`config.mk`:
```
export PLATFORM = sky130hd
export DESIGN_NAME = link_status_led_strap_pins
export DESIGN_NICKNAME = d
export VERILOG_FILES = /design/src/strap_led_pkg.sv /design/src/link_status_led_strap_pins.sv
export SDC_FILE = /design/constraint.sdc
export NUM_CORES = 1
export LEC_CHECK = 0
export BUFFER_PORTS_ARGS = -buffer_cell sky130_fd_sc_hd__buf_2
export CAP_MARGIN = 20
export CORE_UTILIZATION = 44
export DETAILED_ROUTE_END_ITERATION = 12
export GPL_ROUTABILITY_DRIVEN = 0
export PLACE_DENSITY_LB_ADDON = 0.25
export SYNTH_ARGS = -nofsm -noshare
export SYNTH_HDL_FRONTEND = slang
export SYNTH_SLANG_ARGS = --single-unit
export TNS_END_PERCENT = 100
```
`constraint.sdc`:
```
create_clock -name i_sys_clk -period 1.58 [get_ports i_sys_clk]
set_input_delay 0.237 -clock i_sys_clk [delete_from_list [all_inputs] [get_ports i_sys_clk]]
set_output_delay 0.237 -clock i_sys_clk [all_outputs]
set_load 0.01 [all_outputs]
```
`src/strap_led_pkg.sv`:
```
// Purpose: shared constants and types for the strap/led pin block
// Assumes: five shared pins, bit index = pin number
// Notes: none
package strap_led_pkg;
   localparam int NUM_PINS = 5;
   localparam logic [4:0] ADDR_ISOLATE = 5'h00;
   localparam logic [4:0] ADDR_RST_VAL = 5'h00;
   localparam logic [4:0] OE_ALL_IN = 5'h00;
   localparam logic [4:0] OE_ALL_OUT = 5'h1f;
   localparam int PIN_ACT = 0;
   localparam int PIN_COL = 1;
   localparam int PIN_LINK = 2;
   localparam int PIN_TX = 3;
   localparam int PIN_RX = 4;

   // raw status events from the phy core
   typedef struct packed {
      logic rx_active;
      logic tx_active;
      logic link_ok;
      logic full_duplex;
   } core_status_t;

   // three signals per shared pin
   typedef struct packed {
      logic [4:0] pin_in;
      logic [4:0] pin_out;
      logic [4:0] pin_oe;
   } strap_pins_t;

   typedef enum logic [2:0] {
      ST_STRAP = 3'b001,
      ST_CAPTURE = 3'b010,
      ST_LED = 3'b100
   } pin_mode_t;
endpackage

```
`src/link_status_led_strap_pins.sv`:
```
// Purpose: shared strap inputs / status led outputs of a phy
// Assumes: i_hw_reset covers power-on and hardware reset; pins pulled by board
// Notes: i_rst initialises state; capture happens on release of i_rst and on release of i_hw_reset
`timescale 1ns/100ps

module link_status_led_strap_pins
   import strap_led_pkg::*;
(
   // clock and reset
   input wire logic i_sys_clk,
   input wire logic i_rst,
   // reset requests
   input wire logic i_hw_reset,
   input wire logic i_sw_reset,
   // phy core status
   input wire core_status_t i_status,
   // shared pins
   input wire logic [4:0] i_pin,
   output logic [4:0] o_pin,
   output logic [4:0] o_pin_oe,
   // results
   output logic [4:0] o_phy_addr,
   output logic o_mac_outputs_en
);
   logic [4:0] pin_s1_r;
   logic [4:0] pin_s2_r;
   logic hw_s1_r;
   logic hw_s2_r;
   pin_mode_t mode_r;
   logic [4:0] addr_r;
   logic [4:0] led_on;
   logic [4:0] pin_out_r;
   logic [4:0] pin_oe_r;
   logic mac_en_r;

   // two flops on the pins and the hw reset: both come from outside this clock

   always_ff @(posedge i_sys_clk)
   begin
      pin_s1_r <= i_pin;
      pin_s2_r <= pin_s1_r;
      hw_s1_r <= i_hw_reset;
      hw_s2_r <= hw_s1_r;
   end

   // output after capture
   // a synced hw reset always returns the pins to inputs
   always_ff @(posedge i_sys_clk)
   begin
      if (i_rst)
         mode_r <= ST_STRAP;
      else if (hw_s2_r)
         mode_r <= ST_STRAP;
      else
      begin
         unique case (mode_r)
            ST_STRAP: mode_r <= ST_CAPTURE;
            ST_CAPTURE: mode_r <= ST_LED;
            ST_LED: mode_r <= ST_LED;
            default: mode_r <= ST_STRAP;
         endcase
      end
   end

   // levels become address
   // capture reads the second flop only, so the level is settled
   always_ff @(posedge i_sys_clk)
   begin
      if (i_rst)
         addr_r <= ADDR_RST_VAL;
      else if (mode_r == ST_CAPTURE)
         addr_r <= pin_s2_r;
   end

   addr_capture_a: assert property (@(posedge i_sys_clk) disable iff (i_rst)
      mode_r == ST_CAPTURE |=> o_phy_addr == $past(pin_s2_r))
      else $error("address not captured");

   addr_exit_a: assert property (@(posedge i_sys_clk) disable iff (i_rst)
      $fell(hw_s2_r) |-> ##2 o_phy_addr == $past(pin_s2_r))
      else $error("address not loaded at reset exit");

   addr_hold_a: assert property (@(posedge i_sys_clk) disable iff (i_rst)
      mode_r != ST_CAPTURE |=> $stable(o_phy_addr))
      else $error("address changed outside capture");

   sw_addr_a: assert property (@(posedge i_sys_clk) disable iff (i_rst)
      (i_sw_reset && !hw_s2_r && mode_r == ST_LED) |=> $stable(o_phy_addr))
      else $error("sw reset changed address");

   always_comb
   begin
      led_on = '0;
      led_on[PIN_ACT] = i_status.rx_active | i_status.tx_active;
      led_on[PIN_COL] = ~i_status.full_duplex & i_status.rx_active & i_status.tx_active;
      led_on[PIN_LINK] = i_status.link_ok;
      led_on[PIN_TX] = i_status.tx_active;
      led_on[PIN_RX] = i_status.rx_active;
   end

   col_full_a: assert property (@(posedge i_sys_clk) disable iff (i_rst)
      i_status.full_duplex |-> !led_on[PIN_COL])
      else $error("collision in full duplex");

   col_half_a: assert property (@(posedge i_sys_clk) disable iff (i_rst)
      (!i_status.full_duplex && i_status.rx_active && i_status.tx_active) |-> led_on[PIN_COL])
      else $error("collision missed in half duplex");

   led_map_a: assert property (@(posedge i_sys_clk) disable iff (i_rst)
      led_on[PIN_TX] == i_status.tx_active && led_on[PIN_RX] == i_status.rx_active)
      else $error("led map");

   act_link_a: assert property (@(posedge i_sys_clk) disable iff (i_rst)
      led_on[PIN_ACT] == (i_status.rx_active | i_status.tx_active) && led_on[PIN_LINK] == i_status.link_ok)
      else $error("activity or link led wrong");

   always_ff @(posedge i_sys_clk)
   begin
      if (i_rst)
      begin
         pin_out_r <= '0;
         pin_oe_r <= '0;
      end
      else
      begin
         pin_out_r <= led_on ^ addr_r;
         // release the pins on the first synced reset edge, not one later
         pin_oe_r <= (mode_r == ST_LED && !hw_s2_r) ? OE_ALL_OUT : OE_ALL_IN;
      end
   end

   pin_input_a: assert property (@(posedge i_sys_clk) disable iff (i_rst)
      hw_s2_r |=> o_pin_oe == OE_ALL_IN)
      else $error("pins driven during reset");

   oe_strap_a: assert property (@(posedge i_sys_clk) disable iff (i_rst)
      mode_r != ST_LED |=> o_pin_oe == OE_ALL_IN)
      else $error("pins driven before capture");

   pin_output_a: assert property (@(posedge i_sys_clk) disable iff (i_rst)
      $fell(hw_s2_r) |-> ##3 o_pin_oe == OE_ALL_OUT)
      else $error("pins not outputs after capture");

   oe_whole_a: assert property (@(posedge i_sys_clk) disable iff (i_rst)
      o_pin_oe == OE_ALL_IN || o_pin_oe == OE_ALL_OUT)
      else $error("pins switched apart");

   sw_reset_a: assert property (@(posedge i_sys_clk) disable iff (i_rst)
      (i_sw_reset && !hw_s2_r && mode_r == ST_LED) |=> o_pin_oe == OE_ALL_OUT)
      else $error("sw reset changed pins");

   // led mode left only by hw reset
   mode_hold_a: assert property (@(posedge i_sys_clk) disable iff (i_rst)
      (mode_r == ST_LED && !hw_s2_r) |=> mode_r == ST_LED)
      else $error("led mode left without hw reset");

   led_polarity_a: assert property (@(posedge i_sys_clk) disable iff (i_rst)
      1'b1 |=> o_pin == ($past(led_on) ^ $past(addr_r)))
      else $error("led polarity wrong");

   always_ff @(posedge i_sys_clk)
   begin
      if (i_rst)
         mac_en_r <= 1'b0;
      else
         // keep the mac side isolated while a hw reset is seen
         mac_en_r <= (mode_r == ST_LED) && !hw_s2_r && (addr_r != ADDR_ISOLATE);
   end

   mac_isolate_a: assert property (@(posedge i_sys_clk) disable iff (i_rst)
      (mode_r == ST_LED && addr_r == ADDR_ISOLATE) |=> !o_mac_outputs_en)
      else $error("mac not isolated");

   mac_enable_a: assert property (@(posedge i_sys_clk) disable iff (i_rst)
      (mode_r == ST_LED && !hw_s2_r && addr_r != ADDR_ISOLATE) |=> o_mac_outputs_en)
      else $error("mac not enabled");

   hw_entry_mac_a: assert property (@(posedge i_sys_clk) disable iff (i_rst)
      hw_s2_r |=> !o_mac_outputs_en)
      else $error("mac enabled during reset");

   assign o_pin = pin_out_r;
   assign o_pin_oe = pin_oe_r;
   assign o_phy_addr = addr_r;
   assign o_mac_outputs_en = mac_en_r;

   // main scenarios reached
   strap_exit_c: cover property (@(posedge i_sys_clk) disable iff (i_rst) $fell(hw_s2_r) ##3 o_pin_oe == 5'h1f);
   isolate_c: cover property (@(posedge i_sys_clk) disable iff (i_rst) mode_r == ST_LED && !o_mac_outputs_en);
   collision_c: cover property (@(posedge i_sys_clk) disable iff (i_rst) led_on[PIN_COL]);
   sw_reset_c: cover property (@(posedge i_sys_clk) disable iff (i_rst) i_sw_reset && mode_r == ST_LED);
   hw_reenter_c: cover property (@(posedge i_sys_clk) disable iff (i_rst) mode_r == ST_LED ##1 hw_s2_r);
endmodule // link_status_led_strap_pins

```
* Word-level counts from Yosys, hierarchy flattened
Index checks and enable logic that the tools add are counted.
Cells by class: shift-type cells 0, $lt $le $gt $ge 0, divide/modulo/power cells 0, add/subtract/negate cells 0, multipliers 0, reduce and logical (&&, ||, !) cells 6, equality and inequality tests 3, bitwise gates (word level) 5, mux-type cells 2
Operators with widths (number):
- $pmux 3 s2 | 1
- $mux 5 | 1
- $reduce_bool 5->1 | 1
- $xor 5x5->5 | 1
- $reduce_or 2->1 | 2
- $eq 3x1->1 const B | 1
- $eq 3x2->1 const B | 1
- $eq 3x3->1 const B | 1
- $and 1x1->1 | 2
- $logic_and 1x1->1 | 2
- $logic_not 1->1 | 1
- $not 1->1 | 1
- $or 1x1->1 | 1
Word-level totals: latch bits 0, bits in registers 31, word-level logic and storage cells 25, memories 0, bits in writable memories 0, memory bits (read-only) 0

* Depth between registers and ports, before layout
Gate-level depths: netlist of the first run.
word-level depth 4, gate-level depth with buffers 3, depth with buffers taken out 2

* Worst setup path after synthesis of the first run
OpenSTA, ideal clock, no wires.
path kind register -> register, start point register mode_r[0], end point register addr_r[0], in the netlist o_phy_addr[0], setup time 0.072 ns, period minus slack after synthesis 0.971 ns, setup slack 0.609 ns, buffers on the path 0, stages on the path, launching flop included 3, data arrival time 0.900 ns, data required time 1.508 ns, cell sequence dfxtp_1 nor3b_4 mux2i_1
Between the ends: word-level cells in the longest chain between the ends 1
Ends and longest elaborated chain:
- start: declaration | RTL line link_status_led_strap_pins.sv:29 | pin_mode_t mode_r;
- start signal: assignment | RTL line link_status_led_strap_pins.sv:51 | mode_r <= ST_STRAP;
- start signal: assignment | RTL line link_status_led_strap_pins.sv:53 | mode_r <= ST_STRAP;
- start signal: assignment | RTL line link_status_led_strap_pins.sv:57 | ST_STRAP: mode_r <= ST_CAPTURE;
- $eq 3x2->1 | RTL line link_status_led_strap_pins.sv:71 | else if (mode_r == ST_CAPTURE)
- end signal: assignment | RTL line link_status_led_strap_pins.sv:72 | addr_r <= pin_s2_r;
- end: declaration | RTL line link_status_led_strap_pins.sv:30 | logic [4:0] addr_r;
Every way passes these cells. A chain may end at the register's enable or synchronous reset.

* Worst setup path in the final report of the first run
start point register addr_r[0], in the netlist o_phy_addr[0], end point output port o_phy_addr[0]
RTL lines:
- end: declaration | RTL line link_status_led_strap_pins.sv:22 | output logic [4:0] o_phy_addr,
No word-level cell between the ends.

==> results of run 1 <==
[synth_stat cells (all sizes together), types with 2 or more instances]
library cell	number
nand2b	11
dfxtp	27
mux2i	6
buf	5
nor3b	2
nor2	5
nor3	2
xnor2	4
[cells by family (layout without fill, tap and decap cells)]
family | after synthesis | count (layout)
compound gates | 4 | 4
flops | 27 | 27
mux | 6 | 6
xor+xnor | 4 | 4
simple gates | 24 | 24
buf+inv | 6 | 36
[worst max path at each step]
stage / start / end / slack, ns / cells past startpoint
final: o_phy_addr[0] / o_phy_addr[0] / 0.44 / 1
after global routing: o_phy_addr[0] / o_phy_addr[0] / 0.36 / 1
after CTS: o_phy_addr[0] / o_phy_addr[0] / 0.41 / 1
after detailed placement: i_rst / mode_r[0] / 0.50 / 3
after global placement: i_rst / mode_r[0] / 0.51 / 3
after floorplan: mode_r[0] / o_phy_addr[0] / 0.61 / 2
[power by group]
group          switching, uW  internal [uW]
clock network            187           94.5
registers               11.0            710
logic                   30.3           45.9
total                    228            850
[stage by stage]
| step | setup slack (ns) | utilization [%] |
|---|---|---|
| final | 0.435 | 59.5 |
| after global routing | 0.362 | 59.5 |
| after CTS | 0.413 | 59.5 |
| after detailed placement | 0.500 | 55.7 |
| after global placement | 0.505 | 55.7 |
| after floorplan | 0.609 | - |
[timing repair]
action                                 4_1_cts  5_1_grt
endpoints found under the hold margin        4        0
hold buffers                                 4        0
gates resized for setup                      0        0
setup endpoints to repair                    0        0
[cell type report]
class	instances	area, um2
multi-input combinational	38	283
clock buffer	3	22.5
inverter	1	3.75
timing repair buffer	31	175
tap	25	31.3
clock inverter	1	5.00
fill	156	722
sequential	27	541
[sequential cells by signal (all words and copies together), names as in the netlist]
signal            flops
o_phy_addr            5
o_mac_outputs_en      1
hw_s1_r               1
hw_s2_r               1
o_pin_oe              1
o_pin                 5
pin_s2_r              5
pin_s1_r              5
mode_r                3
[layer usage]
layer  vias up  share of wire, %  track usage [%]
met4         0               1.7             8.82
met1       206                54             15.2
met5         -                 0                0
met3         2               7.0             4.71
li1        288                 -                -
met2        26                37             19.4
[worst reg2reg max path: stages (launching register included)]
cell and delay, ns:
dfxtp_1 0.38, nor3b_4 0.42, mux2i_1 0.22
==> results_dict.tcl, run 1 <==
set metrics [dict create \
    hold_end "pin_s1_r[2]" \
    start_util_pct 48.4 \
    r2r_slack_ns 0.50 \
    synth.area.top_cells "dfxtp_1 63%, nand2b_1 8.0%, mux2i_1 7.0%" \
    slew_headroom_pct 71.7 \
    hold_class "in -> reg" \
    crit_buf_inv 1 \
    crit_slowest_cell "dfxtp_1" \
    post-cts-setup-buffer-count 0 \
    die_area_um2 2140 \
    path_clk_slew_ns 0.14 \
    synth_adder_area_share_pct 0 \
    postLayoutCellArea_um2 1060 \
    ant_nets 0 \
    num_rows 15 \
    maxCapViolCount 0 \
    drt_drc_violations_left 0 \
    synth.top_cell.area_share_pct 62.7 \
    p_leak_uw 0.000465 \
    mostFrequentLayoutCells "27 x dfxtp_1, 27 x buf_2, 11 x nand2b_1" \
    grt_pass1_vias 447 \
    critPathArrivalTime_ns 0.91 \
    fin_crit_ns 1.14 \
    ys_types 19 \
    area_growth_pct 23.1 \
    clock_path_buffers 2 \
    worst_slew_pin_slew_ns 0.424 \
    tritoncts "done" \
    grt_pass1_wl_um 1850 \
    cp.required_ns 1.34 \
    synthFlopType "dfxtp_1" \
    regToRegEndpoint "o_phy_addr[2]" \
    dp_hpwl_um 757 \
    wl_per_cell_um 8.71 \
    skew_ns 0.0102 \
    drt_iter0_drc 1 \
    worstHoldStart "i_pin[2]" \
    root_buffer "clkbuf_4" \
    whs_path_depth 1 \
    io_buffers 27 \
    rsz0062_at_grt "no" \
    max-vdd-ir-drop_v 0.000837 \
    status "completed" \
    cts_buffers 3 \
    drt-vias-per-instance 4.14 \
    crit_chain "buf_2" \
    finalPower_uw 1080 \
    muxShareOfSynthArea_pct 6.97 \
    fin_nets 115 \
    synthSimpleGateAreaFrac_pct 18.0 \
    overflow 0 \
    hold_violations 0 \
    min_period_over_period_pct 72.5 \
    ys_seq_elements 27 \
    cts_sinks 27 \
    synth_top_area_cell "dfxtp_1" \
    dr.pass1.iters 3 \
    num_antenna_cells 0 \
    synth_area_um2 862 \
    cp-start-kind "flop" \
    cts_htree_levels 1 \
    async_flop_share_pct 0 \
    yosys_warnings 0 \
    drv_slew 0 \
    rr_startpoint "mode_r[0]" \
    reg2regPathDepth 2 \
    worstSetupEndpointType "output port" \
    crit_family "flip-flops" \
    cp_max_fo 5 \
    die_x_um 46.3 \
    setup_viol 0 \
    placed_area_um2 993 \
    path_class "reg -> out" \
    track_usage_pct 12.9 \
    power_density_nw_per_um2 1020 \
    post_synth_xor_area_fraction_pct 4.06 \
    grt_max_degree 18 \
    synth_nets 84 \
    die_h_um 46.3 \
    critPathMaxStageDelay_ns 0.43 \
    synth_compound_area_share_pct 3.77 \
    hold_ws_ns 0.0192 \
    synth_seq_area_share_pct 62.7 \
    drive_gt1_share_pct 33.7 \
    synth_top_family_by_area "simple AND/OR/NAND/NOR gates" \
    clock_latency_ns 0.31 \
    dp.cells 118 \
    antenna_found_initial 0 \
    syn_avg_cell_area_um2 12.1 \
    tns_ns 0 \
    core_um2 1780 \
    syn-instance-count 71 \
    fmaxAchievable_mhz 874 \
    vias 522 \
    fin_cells 126 \
    synth_edf_count 0 \
    drt-total-wl_um 1100 \
    io_pins 29 \
]
No activity file was read; power rests on OpenSTA's default activity.
==> run 2: changes to the inputs <==
CORE_UTILIZATION = 42   (was 44)
clock period = 0.98 ns   (was 1.58 ns; I/O delays follow)
==> run 2 against run 1 <==
  * The flow now finishes with violations (setup timing)
  * Sequential cell count did not move
  * First-iteration DRC count rose by 100%
  * Setup slack got worse by 0.44 ns
  * Clock skew fell by 0.0053 ns
  * Combinational power rose by 110%
  * Sequential power rose by 61%
  * Global-route usage barely moved
  * Total power rose by 64%
  * Via count rose by 16%
  * Die area rose by 4.5%
  * Register-to-register slack got worse by 0.51 ns
  * Critical endpoint is now mode_r[0]
==> results_dict.tcl, run 2 (synthesis results as in run 1) <==
set metrics [dict create \
    overflow 0 \
    nFillCells 160 \
    fmaxAchievable_mhz 1010 \
    grt_pass1_wl_um 1950 \
    clock_path_buffers 2 \
    clock_latency_ns 0.31 \
    dpl_worst_slack_ns -0.00792 \
    worst_slew_pin_slew_ns 0.247 \
    status "finished, violations left" \
    fin_nets 126 \
    core_um2 1940 \
    maxCapViolCount 0 \
    tns_ns -0.00642 \
    path_class "reg -> reg" \
    tritoncts "done" \
    critPathArrivalTime_ns 1.20 \
    vias 606 \
    rsz0062_at_grt "yes" \
    track_usage_pct 12.9 \
    drt-total-wl_um 1440 \
    dp_hpwl_um 972 \
    crit_chain "or3_4 > a2bb2oi_1" \
    hold_ws_ns 0.0842 \
    path_clk_slew_ns 0.13 \
    grtUsageMet3_pct 2.31 \
    hold_class "in -> reg" \
    io_pins 29 \
    grt_pass1_vias 503 \
    drt_iter0_drc 2 \
    grtUsageMet2_pct 23.6 \
    grt_busiest_layer "met2" \
    drive_gt1_share_pct 49.1 \
    layout_commonest_cell "buf_2" \
    p_leak_uw 0.000535 \
    cts_buffers 3 \
    io_buffers 27 \
    grt_max_degree 16 \
    min_period_over_period_pct 101 \
    worstSetupEndpointType "flop" \
    root_buffer "clkbuf_4" \
    die_area_um2 2240 \
    whs_path_depth 3 \
    cp-start-kind "flop" \
    cts_sinks 27 \
    num_antenna_cells 0 \
    drt-vias-per-instance 4.36 \
    fin_crit_ns 0.985 \
    skew_ns 0.00493 \
    mostFrequentLayoutCells "18 x buf_2, 16 x dfxtp_1, 11 x nand2b_1" \
    num_rows 16 \
    max-vdd-ir-drop_v 0.000997 \
    start_util_pct 44.4 \
    power_density_nw_per_um2 1430 \
    violations "setup timing" \
    dr.pass1.iters 3 \
    slew_headroom_pct 83.4 \
    die_x_um 47.3 \
    reg2regPathDepth 2 \
    ant_nets 0 \
    cp.required_ns 1.19 \
    critPathMaxStageDelay_ns 0.39 \
    setup_viol 2 \
    wl_per_cell_um 10.3 \
    antenna_found_initial 0 \
    grtUsageMet1_pct 14.1 \
    drt_drc_violations_left 0 \
    hold_violations 0 \
    layout_setup_ws_ns -0.00524 \
    cp_max_fo 5 \
    area_growth_pct 44.3 \
    crit_slowest_cell "or3_4" \
    drv_slew 0 \
    die_h_um 47.3 \
    cts_htree_levels 1 \
]
[run 2: changes by cell type in the layout (fill, tap and decap cells not counted)]
cell and delta:
dfxtp_4 +2, dfxtp_1 -11, buf_4 +8, dfxtp_2 +9
buf_2 -9, buf_12 +1, buf_6 +9, nor3b_1 -1
nor3b_2 +1, dlygate4sd3_1 +2
[run 2: area by class of cell]
cell class | instances | area [um2] | share of cell area, %
Timing Repair Buffer | 42 | 332 | 26.7
Inverter | 1 | 3.75 | 0.302
Sequential cell | 27 | 559 | 45.0
Tap cell | 27 | 33.8 | 2.72
Clock inverter | 1 | 5.00 | 0.402
Multi-Input combinational cell | 38 | 288 | 23.1
Clock buffer | 3 | 22.5 | 1.81
[run 2: per-layer routing]
| metal | routed length [um] | vias to the layer above |
|---|---|---|
| met5 | 0 | - |
| li1 | - | 312 |
| met4 | 8 | 0 |
| met1 | 627 | 270 |
| met3 | 60 | 2 |
| met2 | 743 | 22 |
[run 2: where the power goes]
part | total (uW) | internal [uW] | switching (uW)
sequential | 1160 | 1140 | 16.0
clock | 457 | 153 | 305
combinational | 158 | 98.8 | 59.1
[run 2: worst max-delay path, delay by kind of cell, from the launching register on]
| family | cells | cell delay (ns) |
|---|---|---|
| flops | 1 | 0.33 |
| compound gates | 1 | 0.16 |
| simple gates | 1 | 0.39 |
[run 2: path summary, 6_finish.rpt]
kind / slack, ns / from / end
max: -0.005 / hw_s2_r / mode_r[0]
min: 0.08 / i_status[1] / o_pin[2]
max reg2reg: -0.005 / hw_s2_r / mode_r[0]
min reg2reg: 0.34 / pin_s1_r[2] / pin_s2_r[2]
[run 2: timing repair]
action / 4_1_cts / 5_1_grt
gates cloned: 0 / 0
setup endpoints to repair: 15 / 18
hold buffers: 6 / 0
hold endpoints to repair: 6 / 0
resized for setup: 11 / 12
buffers inserted: 3 / 1
pin swaps: 1 / 0
[run 2: stage by stage]
step / instance area (um2) / util, % / cells / power [uW]
floorplan: 862 / - / 71 / 1250
global placement: 1050 / 53.9 / 125 / 1310
detailed placement: 1050 / 53.9 / 125 / 1320
CTS: 1180 / 60.8 / 138 / 1800
global route: 1240 / 64.0 / 139 / 1850
finish: 1240 / 64.0 / 139 / 1770
